<file path="src/hdl/tos_defs.svh">
`ifndef TOS_DEFS_SVH
`define TOS_DEFS_SVH
// Purpose: constants of the timed output scheduler
// Assumes: 40 MHz clock
// Notes: byte offsets are within one four-byte entry
`define TOS_INPUT_LEN 8'h04
`define TOS_OUTPUT_LEN_SMALL 8'h14
`define TOS_OUTPUT_LEN_LARGE 8'h3c
`define TOS_RECORD_SET 8'h02
`define TOS_IDX_INPUT_LEN 16'h3100
`define TOS_IDX_OUTPUT_LEN 16'h3101
`define TOS_SUB_INPUT_LEN 8'h01
`define TOS_SUB_OUTPUT_LEN 8'h02
`define TOS_ENTRIES_SMALL 5
`define TOS_ENTRIES_LARGE 15
`define TOS_FIFO_DEPTH 32
`define TOS_OFS_STATE 2'h0
`define TOS_OFS_SEQ 2'h1
`define TOS_OFS_DUE 2'h2
`define TOS_SEQ_LAST_BIT 6
`define TOS_CLK_HZ 40000000
`define TOS_US_PER_S 1000000
`define TOS_CYC_PER_US (`TOS_CLK_HZ / `TOS_US_PER_S)
`define TOS_STS_PARTIAL_BIT 7
`define TOS_STS_FULL_BIT 0
`define TOS_STS_ACTIVE_BIT 1
`endif

</file>
<file path="src/hdl/tos_pkg.sv">
// Purpose: types of the timed output scheduler
// Assumes: nothing
// Notes: one entry is four bytes, state/seq/due
package tos_pkg;
	typedef struct packed
	{
		logic [7:0] state;
		logic [7:0] seq;
		logic [15:0] due;
	} tos_entry_s;
	typedef struct packed
	{
		logic [7:0] lastWritten;
		logic [7:0] nextDue;
		logic [7:0] queueStatus;
		logic [7:0] queuedCount;
	} tos_status_s;
endpackage : tos_pkg

</file>
<file path="src/hdl/tos_entry_mem.sv">
// Purpose: entry memory of the scheduler queue
// Assumes: one write, one clear and one read port, same clock
// Notes: read data registered; cleared slots read as zero
`include "tos_defs.svh"
module tos_entry_mem
(
	input wire logic clk,
	input wire logic rst,
	input wire logic wrEn,
	input wire logic [4:0] wrAddr,
	input wire tos_pkg::tos_entry_s wrData,
	input wire logic clrEn,
	input wire logic [4:0] clrAddr,
	input wire logic [4:0] rdAddr,
	output tos_pkg::tos_entry_s rdData
);
	tos_pkg::tos_entry_s mem [`TOS_FIFO_DEPTH];

	always_ff @(posedge clk or posedge rst)
	begin
		if (rst)
		begin
			for (int i = 0; i < `TOS_FIFO_DEPTH; i++)
				mem[i] <= '0;
		end
		else
		begin
			if (clrEn)
				mem[clrAddr] <= '0;
			if (wrEn)
				mem[wrAddr] <= wrData;
		end
	end

	always_ff @(posedge clk or posedge rst)
	begin
		if (rst)
			rdData <= '0;
		else if (wrEn && wrAddr == rdAddr)
			rdData <= wrData;
		else if (clrEn && clrAddr == rdAddr)
			rdData <= '0;
		else
			rdData <= mem[rdAddr];
	end
endmodule : tos_entry_mem

</file>
<file path="src/hdl/tos_scheduler.sv">
// Purpose: four-channel timed output scheduler
// Assumes: host writes the output image bytewise, one byte per cycle
// Notes: the large variant is selected by a pin sampled after reset
`include "tos_defs.svh"
module tos_scheduler
(
	input wire logic clk,
	input wire logic rstn,
	input wire logic variantLarge,
	input wire logic imageWrEn,
	input wire logic [5:0] imageWrAddr,
	input wire logic [7:0] imageWrData,
	input wire logic imageCommit,
	input wire logic [1:0] inputRdAddr,
	output logic [7:0] inputRdData,
	input wire logic paramRdEn,
	input wire logic [7:0] paramRecord,
	input wire logic [15:0] paramIndex,
	input wire logic [7:0] paramSubindex,
	input wire logic paramWrEn,
	input wire logic [7:0] paramWrData,
	output logic [7:0] paramRdData,
	output logic paramRdValid,
	output logic [3:0] channelOut,
	output logic [31:0] tickerUs
);
	localparam int ImageBytes = 60;
	localparam int CycPerUs = `TOS_CYC_PER_US;

	logic rstMeta, rstSync, rst;
	logic varMeta, varSync, isLarge;
	logic [7:0] image [ImageBytes];
	logic [5:0] cycCnt;
	logic [4:0] wrPtr, rdPtr, pushIdx;
	logic [5:0] count;
	logic pushing;
	logic [3:0] pushLeft;
	logic [7:0] lastWritten, queueStatus;
	logic headValid;
	logic [1:0] headWait;
	tos_pkg::tos_entry_s pushEntry, headEntry;
	tos_pkg::tos_status_s status;
	logic pushWr, popNow;
	logic [7:0] outputLen;
	logic [5:0] base;

	always_ff @(posedge clk or negedge rstn)
	begin
		if (!rstn)
		begin
			rstMeta <= 1'b0;
			rstSync <= 1'b0;
		end
		else
		begin
			rstMeta <= 1'b1;
			rstSync <= rstMeta;
		end
	end
	assign rst = !rstSync;

	// variant strap is a pin: two flops, then caught once out of reset
	always_ff @(posedge clk or posedge rst)
	begin
		if (rst)
		begin
			varMeta <= 1'b0;
			varSync <= 1'b0;
		end
		else
		begin
			varMeta <= variantLarge;
			varSync <= varMeta;
		end
	end

	// wait until the synchroniser holds a real sample; its reset zero is not one
	logic [1:0] varAge;
	always_ff @(posedge clk or posedge rst)
	begin
		if (rst)
		begin
			isLarge <= 1'b0;
			varAge <= 2'h0;
		end
		else if (varAge != 2'h3)
		begin
			varAge <= varAge + 2'h1;
			if (varAge == 2'h2)
				isLarge <= varSync;
		end
	end

	// ticker: microsecond prescaler and 32-bit count, wraps naturally
	always_ff @(posedge clk or posedge rst)
	begin
		if (rst)
		begin
			cycCnt <= '0;
			tickerUs <= '0;
		end
		else if (cycCnt == 6'(CycPerUs - 1))
		begin
			cycCnt <= '0;
			tickerUs <= tickerUs + 32'h1;
		end
		else
			cycCnt <= cycCnt + 6'h1;
	end

	always_ff @(posedge clk or posedge rst)
	begin
		if (rst)
		begin
			for (int i = 0; i < ImageBytes; i++)
				image[i] <= '0;
		end
		else if (imageWrEn && imageWrAddr < outputLen[5:0])
			image[imageWrAddr] <= imageWrData;
	end

	assign outputLen = isLarge ? `TOS_OUTPUT_LEN_LARGE : `TOS_OUTPUT_LEN_SMALL;
	assign base = {pushIdx[3:0], 2'b00};
	always_comb
	begin
		pushEntry.state = image[base + 6'(`TOS_OFS_STATE)];
		pushEntry.seq = image[base + 6'(`TOS_OFS_SEQ)];
		pushEntry.due = {image[base + 6'(`TOS_OFS_DUE) + 6'h1], image[base + 6'(`TOS_OFS_DUE)]};
	end

	// commit walks the slots in order; a slot after a marked last entry is skipped
	assign pushWr = pushing && count < 6'(`TOS_FIFO_DEPTH - 1);
	always_ff @(posedge clk or posedge rst)
	begin
		if (rst)
		begin
			pushing <= 1'b0;
			pushLeft <= '0;
			pushIdx <= '0;
			lastWritten <= '0;
		end
		else if (!pushing && imageCommit)
		begin
			pushing <= 1'b1;
			pushIdx <= '0;
			pushLeft <= isLarge ? 4'(`TOS_ENTRIES_LARGE - 1) : 4'(`TOS_ENTRIES_SMALL - 1);
		end
		else if (pushWr)
		begin
			lastWritten <= pushEntry.seq;
			pushIdx <= pushIdx + 5'h1;
			pushLeft <= pushLeft - 4'h1;
			if (pushLeft == 4'h0 || pushEntry.seq[`TOS_SEQ_LAST_BIT])
				pushing <= 1'b0;
		end
	end

	// apply when the head is due; read latency covered by headWait
	assign popNow = headValid && headWait == 2'h0
		&& headEntry.due == tickerUs[15:0] && count != 6'h0;
	always_ff @(posedge clk or posedge rst)
	begin
		if (rst)
		begin
			wrPtr <= '0;
			rdPtr <= '0;
			count <= '0;
			headWait <= 2'h2;
			headValid <= 1'b0;
			channelOut <= '0;
		end
		else
		begin
			if (pushWr)
				wrPtr <= wrPtr + 5'h1;
			if (popNow)
			begin
				rdPtr <= rdPtr + 5'h1;
				channelOut <= {headEntry.state[4], headEntry.state[5],
					headEntry.state[6], headEntry.state[7]};
			end
			count <= count + 6'(pushWr) - 6'(popNow);
			headValid <= count != 6'h0 || pushWr;
			headWait <= (popNow || pushWr) ? 2'h2 : (headWait == 2'h0 ? 2'h0 : headWait - 2'h1);
		end
	end

	tos_entry_mem u_mem
	(
		.clk(clk),
		.rst(rst),
		.wrEn(pushWr),
		.wrAddr(wrPtr),
		.wrData(pushEntry),
		.clrEn(popNow),
		.clrAddr(rdPtr),
		.rdAddr(rdPtr),
		.rdData(headEntry)
	);

	always_ff @(posedge clk or posedge rst)
	begin
		if (rst)
			queueStatus <= '0;
		else
		begin
			queueStatus <= '0;
			queueStatus[`TOS_STS_PARTIAL_BIT] <= lastWritten[`TOS_SEQ_LAST_BIT];
			queueStatus[`TOS_STS_ACTIVE_BIT] <= count != 6'h0;
			queueStatus[`TOS_STS_FULL_BIT] <= count >= 6'(`TOS_FIFO_DEPTH - 1);
		end
	end

	always_comb
	begin
		status.lastWritten = lastWritten;
		status.nextDue = (count != 6'h0) ? headEntry.seq : 8'h00;
		status.queueStatus = queueStatus;
		status.queuedCount = {2'b00, count};
	end

	// input image is exactly four bytes
	always_ff @(posedge clk or posedge rst)
	begin
		if (rst)
			inputRdData <= '0;
		else
			unique case (inputRdAddr)
				2'h0: inputRdData <= status.lastWritten;
				2'h1: inputRdData <= status.nextDue;
				2'h2: inputRdData <= status.queueStatus;
				2'h3: inputRdData <= status.queuedCount;
			endcase
	end

	// parameter write data has no path to any register; a write is answered like a read
	always_ff @(posedge clk or posedge rst)
	begin
		if (rst)
		begin
			paramRdData <= '0;
			paramRdValid <= 1'b0;
		end
		else
		begin
			paramRdValid <= paramRdEn || paramWrEn;
			paramRdData <= '0;
			if ((paramRecord == `TOS_RECORD_SET && paramSubindex == `TOS_SUB_INPUT_LEN)
				|| paramIndex == `TOS_IDX_INPUT_LEN)
				paramRdData <= `TOS_INPUT_LEN;
			else if ((paramRecord == `TOS_RECORD_SET && paramSubindex == `TOS_SUB_OUTPUT_LEN)
				|| paramIndex == `TOS_IDX_OUTPUT_LEN)
				paramRdData <= outputLen;
		end
	end
endmodule : tos_scheduler

</file>
<file path="config.mk">
export PLATFORM = sky130hd
export DESIGN_NAME = tos_scheduler
export DESIGN_NICKNAME = d
export VERILOG_FILES = /design/src/hdl/tos_pkg.sv /design/src/hdl/tos_entry_mem.sv /design/src/hdl/tos_scheduler.sv
export VERILOG_INCLUDE_DIRS = /design/src /design/src/hdl
export SDC_FILE = /design/constraint.sdc
export NUM_CORES = 2
export LEC_CHECK = 0
export BUFFER_PORTS_ARGS = -buffer_cell sky130_fd_sc_hd__buf_2
export CORE_UTILIZATION = 40
export DETAILED_ROUTE_END_ITERATION = 6
export GPL_TIMING_DRIVEN = 0
export PLACE_DENSITY = 0.55
export SYNTH_ARGS = -nofsm -noshare
export SYNTH_HDL_FRONTEND = slang
export SYNTH_SLANG_ARGS = --single-unit
</file>
<file path="constraint.sdc">
create_clock -name clk -period 87.9 [get_ports clk]
set_input_delay 0 -clock clk [delete_from_list [all_inputs] [get_ports clk]]
set_output_delay 0 -clock clk [all_outputs]
set_load 0.03 [all_outputs]
</file>
==> summary.md <==
| Metric | Value |
|---|---|
| Status | complete, but fails checks |
| Failing checks | design-rule violations |
| Critical path capture point type | flip-flop |
| Largest net degree at the start of global routing | 72 |
| Maxcap violations | 0 |
| I/O Pins | 116 |
| Sw Share | 24.61% |
| CP Launch Point | count[2]$_DFF_PN0_ |
| CTS tree | yes |
| Routed WL | 238700 um |
| Cells after Synth | 6015 |
| Chip Height | just over 400 um |
| Clock Pin Slew Worst Setup and Hold Paths | 60 ps |
| Asr flop ratio synth | 100.0% |
| R2r startpoint | count[2]$_DFF_PN0_ |
| Cell Count, Final, Fillers Out | roughly 8700 |
| CTS sink count | 1444 |
| Vias in the first global route | 50600 |
| Max Slew Vio Count | 0 |
| Clock power share | 46.8% |
| RSZ-0062 raised after global routing | no |
| Met2 Use GR | approximately 45% |
| Die area | about 170000 um^2 |
| First-pass GRT wire length | 350500 um |
| Synth top area share | 53.06% |
| Hold path cells | 5 |
| Critical Path RT | between 80000 and 90000 ps |
| Number of DRC markers in iteration 0 | roughly 4800 |
| Yosys top cell by area | dfrtp_1 |
| Floorplan Core Area | 169100 um^2 |
| Fill count | 15520 |
| Net load switching power | approximately 0.37 mW |
| Leak | roughly 34 nW |
| Total Routing Usage GR | 27.84% |
| Clk_lat worst skew | 820 ps |
| IO buf count | 98 |
| DP HPWL | 178500 um |
| Final core utilization | 46.05% |
| Fin Hold WS | 66.03 ps |
| EDFF count, synth | 0 |
| Final Skew | ~28 ps |
| Final setup vio count | 0 |
| Nature of the critical path startpoint | flip-flop |
| Sequential share of the synthesized area | 53.10% |
| Inst Count DP | 8358 |
| Final WS setup | 83180 ps |
| Hold buffers post-CTS | 30 |
| CTS H-tree depth | 4 |
| Post-cts resize count | 0 |
| # rows | 151 |
| Num CTS Buffers | 162 |
| Synthesis-stage register bit count | 1444 |
| Post-DP Area | 71990 um^2 |
| Final hold violation count | 0 |
| Flop pwr share | between 40% and 50% |
| Worst path arrival time | 5280 ps |
| Reg2reg path depth | 9 |
| Power, Total | 1.521 mW |
| Most frequent cells in the layout | nand2_1 (1612), dfrtp_1 (1442), o21ai_1 (513) |
| DR vias | a little under 50000 |
| PD cells | 19.53 nW/um^2 |
| Post-Syn Area | approximately 68000 um^2 |
| Yosys cell types | 75 |
| DIE WIDTH | 414.5 um |
| Met1 Use GR | 35.66% |
| Post-DRT Antenna Nets | 0 |
| WL/cell | 27.47 um |
| RR Endpoint | u_mem.rdData[14]$_DFF_PN0_ |
| GPL Wtd Cong | 0.9555 |
| Total gr overflow | 0 |
| Final min period | 4722 ps |
| Hold worst-path end | paramRdData[2]$_DFF_PN0_ |
| Fmax | 211.8 MHz |
| Initial core utilization | 40.24% |
| Worst-Margin Slew | 1474 ps |
| Yosys warnings | 0 |
| Worst slack, placed | 83240 ps |
| Crit share post-route | ~5.4% |
| Initial antenna violation count | 11 |
| Root buf cell | clkbuf_16 |
| Max clock buf depth | 3 |
| DRC Markers | 2 |
| Commonest non-fill, non-tap cell in the layout | nand2_1 |
| Most used routing layer | met2 |
| Setup_tns | 0 ps |
| Crit-path max FO | 10 |
| Dominant cells by area after synthesis | dfrtp_1 (53%), mux4_2 (11%), nand2_1 (8.9%) |
| CP Class | reg -> reg |
| Area grow syn2layout | 14.42% |
| Int Pwr | 1.146 mW |
| Hold_sp | paramRecord[7] |
| Vias per cell | 5.713 |
| Peak supply drop | 19.21 uV |
| Worst reg2reg setup slack | 83180 ps |
| Worst rel slew slack | 1.705% |
| Syn Area/Cell | 11.31 um^2 |
| Hold Path Class | in -> reg |
| Initial DRT Pass Iterations | 7 |
| Final Instance Area | 77860 um^2 |
| Nets | 6426 |
| Post-CTS Setup Bufs | 0 |
| Met3 usage | 5.287% |
| Layout cells sized above 1 | 24.83% |
| Logic pwr share | 7.4% |
| Dominant register cell in the synthesized netlist | dfrtp_1 |
==> synth_stat cells, types with 10 or more instances <==
cell,count
xnor2_1,42
inv_1,29
ha_1,27
mux4_1,11
o21ai_1,513
buf_6,63
clkbuf_1,198
nand3_1,67
a21oi_1,15
dfrtp_1,1443
o21ai_2,39
nor2_2,26
nand2_1,1612
nand2_2,31
buf_1,24
mux2i_1,35
xor2_1,28
mux4_2,318
or4_1,28
nor4_4,27
buf_4,61
nand4_1,10
and3_1,16
nor2_1,86
mux2_2,426
buf_2,170
o2bb2ai_1,21
o21ai_0,163
o22ai_1,346
==> power groups by stage <==
stage / Combinational, mW / Clock, mW / Sequential [mW]
floorplan: 0.0606 / 0 / 0.718
global placement: 0.0917 / 0 / 0.724
CTS: 0.112 / 0.722 / 0.697
detailed placement: 0.111 / 0 / 0.709
global route: 0.119 / 0.747 / 0.699
finish: 0.112 / 0.712 / 0.697
==> how the worst max path moves through the flow <==
stage / end / slack (ps)
floorplan: channelOut[0]$_DFFE_PN0N_ / 44670
global placement: tickerUs[16]$_DFFE_PN0N_ / 26780
detailed placement: count[4]$_DFF_PN0_ / 83240
CTS: count[4]$_DFF_PN0_ / 83210
global route: count[4]$_DFF_PN0_ / 83190
finish: u_mem.rdData[14]$_DFF_PN0_ / 83180
==> registers in the layout (all words and copies together) (netlist names), 2 cells and up <==
signal        cells
u_mem.mem       896
image           420
tickerUs         32
u_mem.rdData     28
inputRdData       8
lastWritten       8
count             6
cycCnt            6
rdPtr             5
wrPtr             5
channelOut        4
pushIdx           4
pushLeft          4
paramRdData       3
queueStatus       3
headWait          2
varAge            2
==> critical path, cell delays in order, from the launching register on <==
cell	delay, ps
dfrtp_1	420
ha_1	230
a41oi_2	1080
and2_1	240
buf_2	220
inv_2	150
nor4_4	920
o21bai_2	480
buf_2	370
o21ai_1	340
==> cell type report <==
class                   count  area (um^2)  share of cell area [%]
flip-flops and latches   1444        36140                   46.41
multi-input cells        4018        28870                   37.07
clock buffers             239         4860                   6.241
plain buffers             522         2937                   3.771
well taps                2218         2775                   3.564
repair buffers            153         1451                   1.864
clock inverters            57        699.4                  0.8983
inverters                  34        127.6                  0.1639
diodes                      3        7.507                0.009642
==> kinds of logic (layout without fill, tap and decap cells) <==
logic type      after synthesis  after routing  share of synthesized area (%)
flops                      1444           1444                          53.10
simple gates               2001           2001                          12.94
buf+inv                     556           1005                          4.499
mux                         790            790                          18.51
other cells                   2              8                        0.01104
compound gates             1124           1124                          9.507
fa+ha+maj                    28             28                         0.5258
xor+xnor                     70             70                         0.9009
==> metal layers <==
| metal | routed length [um] | up-vias | share of wire [%] |
|---|---|---|---|
| met4 | 12220 | 2 | 5.1 |
| li1 | - | 21850 | - |
| met5 | 12 | - | 0.0050 |
| met3 | 16560 | 460 | 6.9 |
| met1 | 95240 | 25500 | 40 |
| met2 | 114600 | 1831 | 48 |
Power figures use the tool's default switching activity.
